<file path="src/core/dti_pkg.sv">
// Constants and state layout for the trip decision and intertrip block.
package dti_pkg;
   // Clock and sampling timing.
   localparam int CLK_NS = 100;
   localparam int SAMPLES_PER_CYCLE = 8;
   localparam int HALF_CYCLE_SAMPLES = SAMPLES_PER_CYCLE / 2;
   localparam int SAMPLE_NS = 2500000;
   localparam int SAMPLE_CYC = SAMPLE_NS / CLK_NS;
   localparam logic [2:0] LAST_PHASE = 3'(SAMPLES_PER_CYCLE - 1);
   // Trip decision: fault detection, then further samples to decide.
   localparam logic [2:0] TRIP_SAMPLES = 3'h4;
   localparam logic [2:0] EXTRA_SAMPLES = 3'h2;
   localparam logic [2:0] DETECT_SAMPLES = TRIP_SAMPLES - EXTRA_SAMPLES;
   // Numeric scale: doubled converter data, one per unit is 136 counts.
   localparam int ADC_W = 12;
   localparam int DATA_W = 13;
   localparam logic [DATA_W-1:0] PU_LSB = 13'h0088;
   localparam logic [DATA_W-1:0] PICKUP_LSB = PU_LSB / 13'h0005;
   localparam int BIAS_CUT_SHIFT = 2;
   // Message link: 21 bytes at 64 kbit/s.
   localparam int MSG_BYTES = 21;
   localparam int LINE_BPS = 64000;
   localparam int MSG_TIME_NS = 2700000;
   // Kept inside 32 bits: eight bit times in microseconds, scaled to nanoseconds.
   localparam int BYTE_NS = ((8 * 1000000) / (LINE_BPS / 1000));
   localparam int BYTE_CYC = BYTE_NS / CLK_NS;
   localparam logic [4:0] LAST_BYTE = 5'(MSG_BYTES - 1);
   localparam logic [4:0] CMD_BYTE = 5'h01;
   localparam logic [7:0] ITT_MASK = 8'h01;
   // Arrival registration latency bound.
   localparam int ARRIVAL_MAX_NS = 200000;
   localparam int ARRIVAL_MAX_CYC = ARRIVAL_MAX_NS / CLK_NS;

   // Whole state of the block.
   typedef struct packed {
      logic [15:0] samp_cnt;
      logic [2:0] phase;
      logic tick;
      logic [DATA_W-1:0] scaled;
      logic [2:0] op_cnt;
      logic detect;
      logic trip;
      logic rx_prev;
      logic rx_seen;
      logic rem_acc;
      logic [18:0] stamp;
      logic arr_v;
      logic calc_go;
      logic [4:0] byte_idx;
      logic head_v;
      logic [7:0] head_d;
      logic skid_v;
      logic [7:0] skid_d;
      logic [10:0] gap;
      logic out_v;
      logic in_rdy;
   } dti_state_s;

   localparam dti_state_s STATE_RESET = '0;
endpackage : dti_pkg

</file>
<file path="src/core/dti_core.sv">
// Trip decision, restraint hysteresis and intertrip send/receive logic.
`timescale 1ns/100ps

// The sample tick is made here from the clock, eight ticks per power cycle, so every
// sample side input is read only on a tick edge and may change freely in between.
// Trip follows a count of consecutive operate samples; a single quiet sample clears the
// count, which keeps isolated random errors from reaching the trip output.
// The restraint cut on trip widens the operate region, so a marginal fault does not hunt
// between trip and reset from one sample to the next.
// A received intertrip command needs two agreeing messages both to set and to clear, and
// it holds the trip state for as long as it stands accepted.
// Limitation: the message byte position counts from reset, so the framer must start its
// first message right after reset and never drop a byte.
// Outgoing bytes pass a two entry buffer and leave one per line byte time, so a stalled
// channel backs up into the framer instead of losing a byte.
module dti_core import dti_pkg::*; #(
   parameter logic [15:0] SAMPLE_PERIOD = 16'(SAMPLE_CYC),
   parameter logic [10:0] BYTE_PERIOD = 11'(BYTE_CYC)
) (
   // Clock and reset.
   input wire logic clock,
   input wire logic rst,
   // Sample inputs from the converter and the magnitude calculation.
   input wire logic [ADC_W-1:0] adc_data,
   input wire logic [DATA_W-1:0] diff_mag,
   input wire logic [DATA_W-1:0] bias_mag,
   // Sample side outputs.
   output logic sample_tick,
   output logic [DATA_W-1:0] scaled_sample,
   output logic fault_detect,
   output logic trip_out,
   // Received message events.
   input wire logic rx_msg_valid,
   input wire logic rx_itt,
   output logic rem_itt_accepted,
   output logic arrival_valid,
   output logic [18:0] arrival_stamp,
   output logic calc_start,
   // Outgoing message bytes from the framer.
   input wire logic tx_valid,
   input wire logic [7:0] tx_data,
   output logic tx_ready,
   // Paced bytes toward the channel.
   output logic link_valid,
   output logic [7:0] link_data,
   input wire logic link_ready
);

   dti_state_s s_ff;
   dti_state_s nxt_s;
   logic [DATA_W-1:0] bias_eff;
   logic op_now;
   logic push;
   logic pop;
   logic [7:0] tx_byte;

   // Restraint with hysteresis and the operating comparison.
   always_comb begin
      bias_eff = bias_mag;
      if (s_ff.trip) begin
         bias_eff = bias_mag - (bias_mag >> BIAS_CUT_SHIFT);
      end
      // Widened sum so a large bias cannot wrap into a false operate.
      op_now = {1'b0, diff_mag} > ({1'b0, bias_eff} + {1'b0, PICKUP_LSB});
   end

   // Byte handshakes and command flagging on the way in.
   always_comb begin
      push = tx_valid && s_ff.in_rdy;
      pop = s_ff.out_v && link_ready;
      tx_byte = tx_data;
      if (s_ff.byte_idx == CMD_BYTE && s_ff.trip) begin
         tx_byte = tx_data | ITT_MASK;
      end
   end

   // Next state of the whole block.
   always_comb begin
      nxt_s = s_ff;
      nxt_s.tick = 1'b0;
      nxt_s.arr_v = 1'b0;
      nxt_s.calc_go = 1'b0;

      // Sample clock: eight ticks per power cycle.
      if (s_ff.samp_cnt == SAMPLE_PERIOD - 16'h0001) begin
         nxt_s.samp_cnt = '0;
         nxt_s.tick = 1'b1;
         nxt_s.phase = (s_ff.phase == LAST_PHASE) ? 3'h0 : s_ff.phase + 3'h1;
      end else begin
         nxt_s.samp_cnt = s_ff.samp_cnt + 16'h0001;
      end

      // Per sample trip decision.
      if (nxt_s.tick) begin
         nxt_s.scaled = {adc_data, 1'b0};
         if (op_now) begin
            // Consecutive operate count saturates at the decision count.
            if (s_ff.op_cnt != TRIP_SAMPLES) begin
               nxt_s.op_cnt = s_ff.op_cnt + 3'h1;
            end
         end else begin
            nxt_s.op_cnt = '0;
         end
         nxt_s.detect = nxt_s.op_cnt >= DETECT_SAMPLES;
         if (nxt_s.op_cnt == TRIP_SAMPLES) begin
            nxt_s.trip = 1'b1;
         end else if (!s_ff.rem_acc && !op_now) begin
            nxt_s.trip = 1'b0;
         end
      end

      // Received messages: stamp, start calculation, validate command.
      if (rx_msg_valid) begin
         // Stamp is taken on the next edge, far inside the arrival bound.
         nxt_s.stamp = {s_ff.phase, s_ff.samp_cnt};
         nxt_s.arr_v = 1'b1;
         nxt_s.calc_go = 1'b1;
         if (s_ff.rx_seen && rx_itt == s_ff.rx_prev) begin
            nxt_s.rem_acc = rx_itt;
         end
         nxt_s.rx_prev = rx_itt;
         nxt_s.rx_seen = 1'b1;
      end
      if (nxt_s.rem_acc) begin
         nxt_s.trip = 1'b1;
      end

      // Message byte position, wrapping every message.
      if (push) begin
         nxt_s.byte_idx = (s_ff.byte_idx == LAST_BYTE) ? 5'h00 : s_ff.byte_idx + 5'h01;
      end

      // Pacing: one byte per line byte time, so a slow link backs up the buffer.
      if (pop) begin
         nxt_s.head_v = 1'b0;
         nxt_s.gap = BYTE_PERIOD - 11'h001;
      end else if (s_ff.gap != 11'h000) begin
         nxt_s.gap = s_ff.gap - 11'h001;
      end

      // Two entry buffer: head drives the link, skid catches a stalled word.
      if (!nxt_s.head_v) begin
         if (s_ff.skid_v) begin
            nxt_s.head_v = 1'b1;
            nxt_s.head_d = s_ff.skid_d;
            nxt_s.skid_v = push;
            nxt_s.skid_d = tx_byte;
         end else if (push) begin
            nxt_s.head_v = 1'b1;
            nxt_s.head_d = tx_byte;
         end
      end else if (push) begin
         nxt_s.skid_v = 1'b1;
         nxt_s.skid_d = tx_byte;
      end
      nxt_s.out_v = nxt_s.head_v && nxt_s.gap == 11'h000;
      nxt_s.in_rdy = !nxt_s.skid_v;
   end

   // Single state register.
   always_ff @(posedge clock) begin
      if (rst) begin
         s_ff <= STATE_RESET;
      end else begin
         s_ff <= nxt_s;
      end
   end

   // Outputs straight from the state register.
   assign sample_tick = s_ff.tick;
   assign scaled_sample = s_ff.scaled;
   assign fault_detect = s_ff.detect;
   assign trip_out = s_ff.trip;
   assign rem_itt_accepted = s_ff.rem_acc;
   assign arrival_valid = s_ff.arr_v;
   assign arrival_stamp = s_ff.stamp;
   assign calc_start = s_ff.calc_go;
   assign tx_ready = s_ff.in_rdy;
   assign link_valid = s_ff.out_v;
   assign link_data = s_ff.head_d;
endmodule : dti_core

</file>
<file path="config.mk">
export PLATFORM = sky130hd
export DESIGN_NAME = dti_core
export DESIGN_NICKNAME = d
export VERILOG_FILES = /design/src/core/dti_pkg.sv /design/src/core/dti_core.sv
export SDC_FILE = /design/constraint.sdc
export NUM_CORES = 1
export LEC_CHECK = 0
export BUFFER_PORTS_ARGS = -buffer_cell sky130_fd_sc_hd__buf_4
export CORE_UTILIZATION = 35
export CTS_CLUSTER_SIZE = 30
export DETAILED_ROUTE_END_ITERATION = 12
export PLACE_DENSITY = 0.61
export SYNTH_ARGS = -nofsm -noshare
export SYNTH_HDL_FRONTEND = slang
export SYNTH_SLANG_ARGS = --single-unit
</file>
<file path="constraint.sdc">
create_clock -name clock -period 13.5 [get_ports clock]
set_input_delay 2.7 -clock clock [delete_from_list [all_inputs] [get_ports clock]]
set_output_delay 2.7 -clock clock [all_outputs]
set_load 0.01 [all_outputs]
</file>
==> impl_metrics.csv <==
group,metric,value,unit
global_route,pin_count_of_the_biggest_net_entering_global_routing,76,
global_route,grt-ovfl-total,0,
detailed_routing,vias,4600,
worst_hold_path,worst_hold_path.num_cells,2,
setup_path,worst_setup_path_startpoint,"bias_mag[0]",
placed_design,dpl-instance-area,6290,um^2
floorplan,dieWidth,130,um
setup_path,critPathSlowestCell,"or4_4",
finish,multi_input_comb_area,3240,um^2
logic_synthesis,synth.avg_cell_area,8.31,um^2
sta,final_hold_viols,0,
logic_synthesis,ys_seq_elements,96,
logic_synthesis,syn_inst,687,
worst_hold_path,hold_path.startpoint,"s_ff[15]",
logic_synthesis,yosys-mux-area-fraction,0.0686,
setup_path,timing.critical_path.slowest_cell_delay,600,ps
sta,slew_headroom,0.478,
worst_hold_path,hp-class,"reg2reg",
setup_path,cp_data_arrival_time,6900,ps
placed_design,dp.cells,933,
outcome,run_status,"finished, final reports clean",
floorplan,placeableCoreArea,15900,um^2
logic_synthesis,part_of_the_yosys_area_used_for_sequential_elements,0.337,
pwr,power_density,118,nW/um^2
clock_tree,cts.sink_count,96,
clock_tree,cts_tree,"yes",
logic_synthesis,synth-compound-area-share,0.145,
setup_path,path_class,"in2reg",
worst_hold_path,hold_path_end,"s_ff[15]",
logic_synthesis,yosys.area.top_type,"dfxtp_1",
global_route,number_of_antenna_violations_at_the_first_check_in_global_routing,0,
clock_tree,cts_made_buffers,9,
detailed_routing,drt-wirelength-per-cell,12.6,um
sta,worst-slew-pin-transition,782,ps
setup_path,setup.worst_path.start_class,"input port",
setup_path,critPathCaptureType,"flip-flop",
logic_synthesis,mappedNetlistNets,774,
floorplan,die_area,16800,um^2
logic_synthesis,synthesis.yosys.warnings,0,
logic_synthesis,synth_fa_ha_area_frac,0.0780,
logic_synthesis,postSynth.asyncResetShare,0,
finish,leading_cell_type_in_the_layout_fill_and_taps_excluded,"nor2_1",
pwr,power.internal,560,uW
setup_path,worst_r2r_startpoint,"trip_out",
detailed_routing,drt_iter0_markers,254,
finish,layoutNonFillerInstCount,948,
placed_design,portBuffers,98,
logic_synthesis,synth_edf_count,0,
logic_synthesis,syn_area,5710,um^2
finish,post_route_cells_drive_above_1_share,0.184,
clock_tree,cts_h_tree_depth,3,
pwr,power.net_switching,220,uW
setup_path,reg2reg_to,"trip_out",
clock_tree,hold_buffers,0,
finish,final_core_util,0.417,
sta,timing.final.setup_violations,0,
finish,syn_to_final_growth,16.1,%
logic_synthesis,synth-xor-area-share,0.0552,
floorplan,initial_utilization,0.359,
sta,finalSetupTns,0,ps
clock_tree,clkSlewWorstSetupHoldPaths,60,ps
finish,finish.instance_area,6630,um^2
sta,finalClockSkew,9.52,ps
pwr,seq_power_share,0.403,
placed_design,post-dp-hpwl,8800,um
clock_tree,clockBufferDepth,2,
placed_design,place.gp.congestion,0.845,
setup_path,r2r_setup_slk,9490,ps
clock_tree,postCtsResizedCells,0,
detailed_routing,ant_nets,0,
floorplan,dieHeight,130,um
clock_tree,postCtsSetupRepairBufs,0,
detailed_routing,vias_per_cell,4.85,
finish,insertedDiodeCount,0,
detailed_routing,dr.pass1.iters,4,
global_route,groute.usage.overall,0.147,
finish,nFillCells,1651,
logic_synthesis,synth_top_family_by_area,"simple AND/OR/NAND/NOR gates",
logic_synthesis,synthTopCellsByArea,"dfxtp_1, ha_1, nor2_1",
sta,finalCritPeriodShare,0.492,
job,max_cap_viol_count,0,
finish,ff_latch_area,1920,um^2
sta,min_tclk_post_route,6650,ps
pwr,power_frac_comb,0.222,
pwr,netSwitchingFraction,0.282,
finish,design.final.nets,815,
clock_tree,clk_latency,350,ps
setup_path,timing.critical_path.cells,"buf_4, inv_1, ha_1, fa_1, and2b_2, o21a_4, nor2_1, o311a_1, or4_4, nor3_1, xor2_1, ha_1, nand4_1, nor2_1, o31ai_1, a31oi_1, o41ai_4, o311a_1, a311oi_1",
setup_path,critPathMaxFanout,6,
sta,timing.fmax,150,MHz
logic_synthesis,synth_top_area_share,0.337,
detailed_routing,drc,0,
setup_path,reg2reg_depth,15,
clock_tree,clockRootBuffer,"clkbuf_16",
floorplan,core.rowCount,46,
global_route,grt_pass1_wl,19800,um
logic_synthesis,synth_simple_gate_area_frac,0.219,
setup_path,critPathTopFamily,"compound AO/OA/AOI/OAI gates",
pwr,power.clock.fraction,0.375,
setup_path,critical_path_required,13750,ps
pwr,ir_worst_vdd,0.000106,V
pwr,cellLeakagePower,0.00290,uW
setup_path,critPathBufInv,2,
finish,mostFrequentLayoutCells,"nor2_1, buf_4, dfxtp_1",
sta,rsz0062_at_grt,"false",
sta,report.final.slew_viol_count,0,
logic_synthesis,postSynth.topFlopCell,"dfxtp_1",
detailed_routing,drt-total-wl,12000,um
global_route,number_of_global_route_vias_before_repair,4234,
logic_synthesis,netlist-cell-type-count,69,
floorplan,io_pins,100,
## metrics by stage
stage                     hold slack [ps]  worst slack, ps  power (uW)
after detailed placement              444             6520         495
after floorplan                       432             6950         455
final                                 452             6850         780
after global routing                  475             6580         826
after global placement                439             6630         495
after CTS                             453             6870         794
## per-layer routing
metal	up-vias	GRT usage	routed length (um)	part of all wire
met3	13	0.0377	647	0.054
met4	0	0.0431	107	0.0089
li1	2407	-	-	-
met2	88	0.246	5390	0.45
met5	-	0	0	0
met1	2092	0.187	5830	0.49
## power groups by stage
| stage | Sequential [uW] | Clock [uW] | Combinational, uW |
|---|---|---|---|
| floorplan | 315 | 0 | 140 |
| global placement | 320 | 0 | 175 |
| detailed placement | 321 | 0 | 175 |
| CTS | 314 | 304 | 176 |
| global route | 316 | 312 | 198 |
| finish | 314 | 293 | 173 |
## layout make-up
type	instances	area share
inverter	29	0.0164
multi-input combinational	492	0.488
tap	216	0.0408
sequential	96	0.290
timing repair buffer	100	0.113
clock buffer	9	0.0340
clock inverter	6	0.0174
## cell usage after synthesis (all sizes together), types with 3 or more instances
cell / count
xor2: 18
o211ai: 3
o311a: 3
clkbuf: 17
a21oi: 34
o21a: 6
a31oi: 3
nand4: 9
o21ai: 30
xnor2: 18
mux2i: 38
nand3: 14
nor2: 108
nor3b: 3
nor2b: 13
or3: 4
nand2b: 6
nor3: 25
nor4b: 3
inv: 29
a2111oi: 3
nor4: 5
ha: 34
nand3b: 4
nand2: 51
and3: 9
dfxtp: 96
buf: 53
a211oi: 6
o31ai: 4
a21o: 8
a211o: 3
## logic make-up after synthesis
group,Yosys count
AND/OR/NAND/NOR,262
AO/OA/AOI/OAI,119
buffers and inverters,99
flip-flops,96
multiplexers,39
XOR/XNOR,36
adder cells (fa/ha/maj),35
other,1
## worst max-delay path by stage
stage | endpoint | slack (ps) | cells after the start
after CTS | trip_out | 6870 | 19
after global routing | trip_out | 6580 | 19
final | trip_out | 6850 | 19
after global placement | trip_out | 6630 | 19
after floorplan | trip_out | 6950 | 18
after detailed placement | trip_out | 6520 | 19
## registers in the layout, summed over array words and instances (netlist names)
register / cells
arrival_stamp: 19
arrival_valid: 1
fault_detect: 1
link_data: 8
link_valid: 1
rem_itt_accepted: 1
s_ff: 50
sample_tick: 1
scaled_sample: 12
trip_out: 1
tx_ready: 1
## worst reg2reg max path, stage by stage, from the launching register on
cell	delay, ps
dfxtp_1	310
buf_4	310
mux2i_1	210
a311oi_1	480
nor4b_2	130
or4_4	480
nor3_1	200
xor2_1	100
ha_1	300
nand4_1	90
nor2_1	150
o31ai_1	110
a31oi_1	290
o41ai_4	170
o311a_1	350
a311oi_1	230
(Power assumes the default switching activity.)
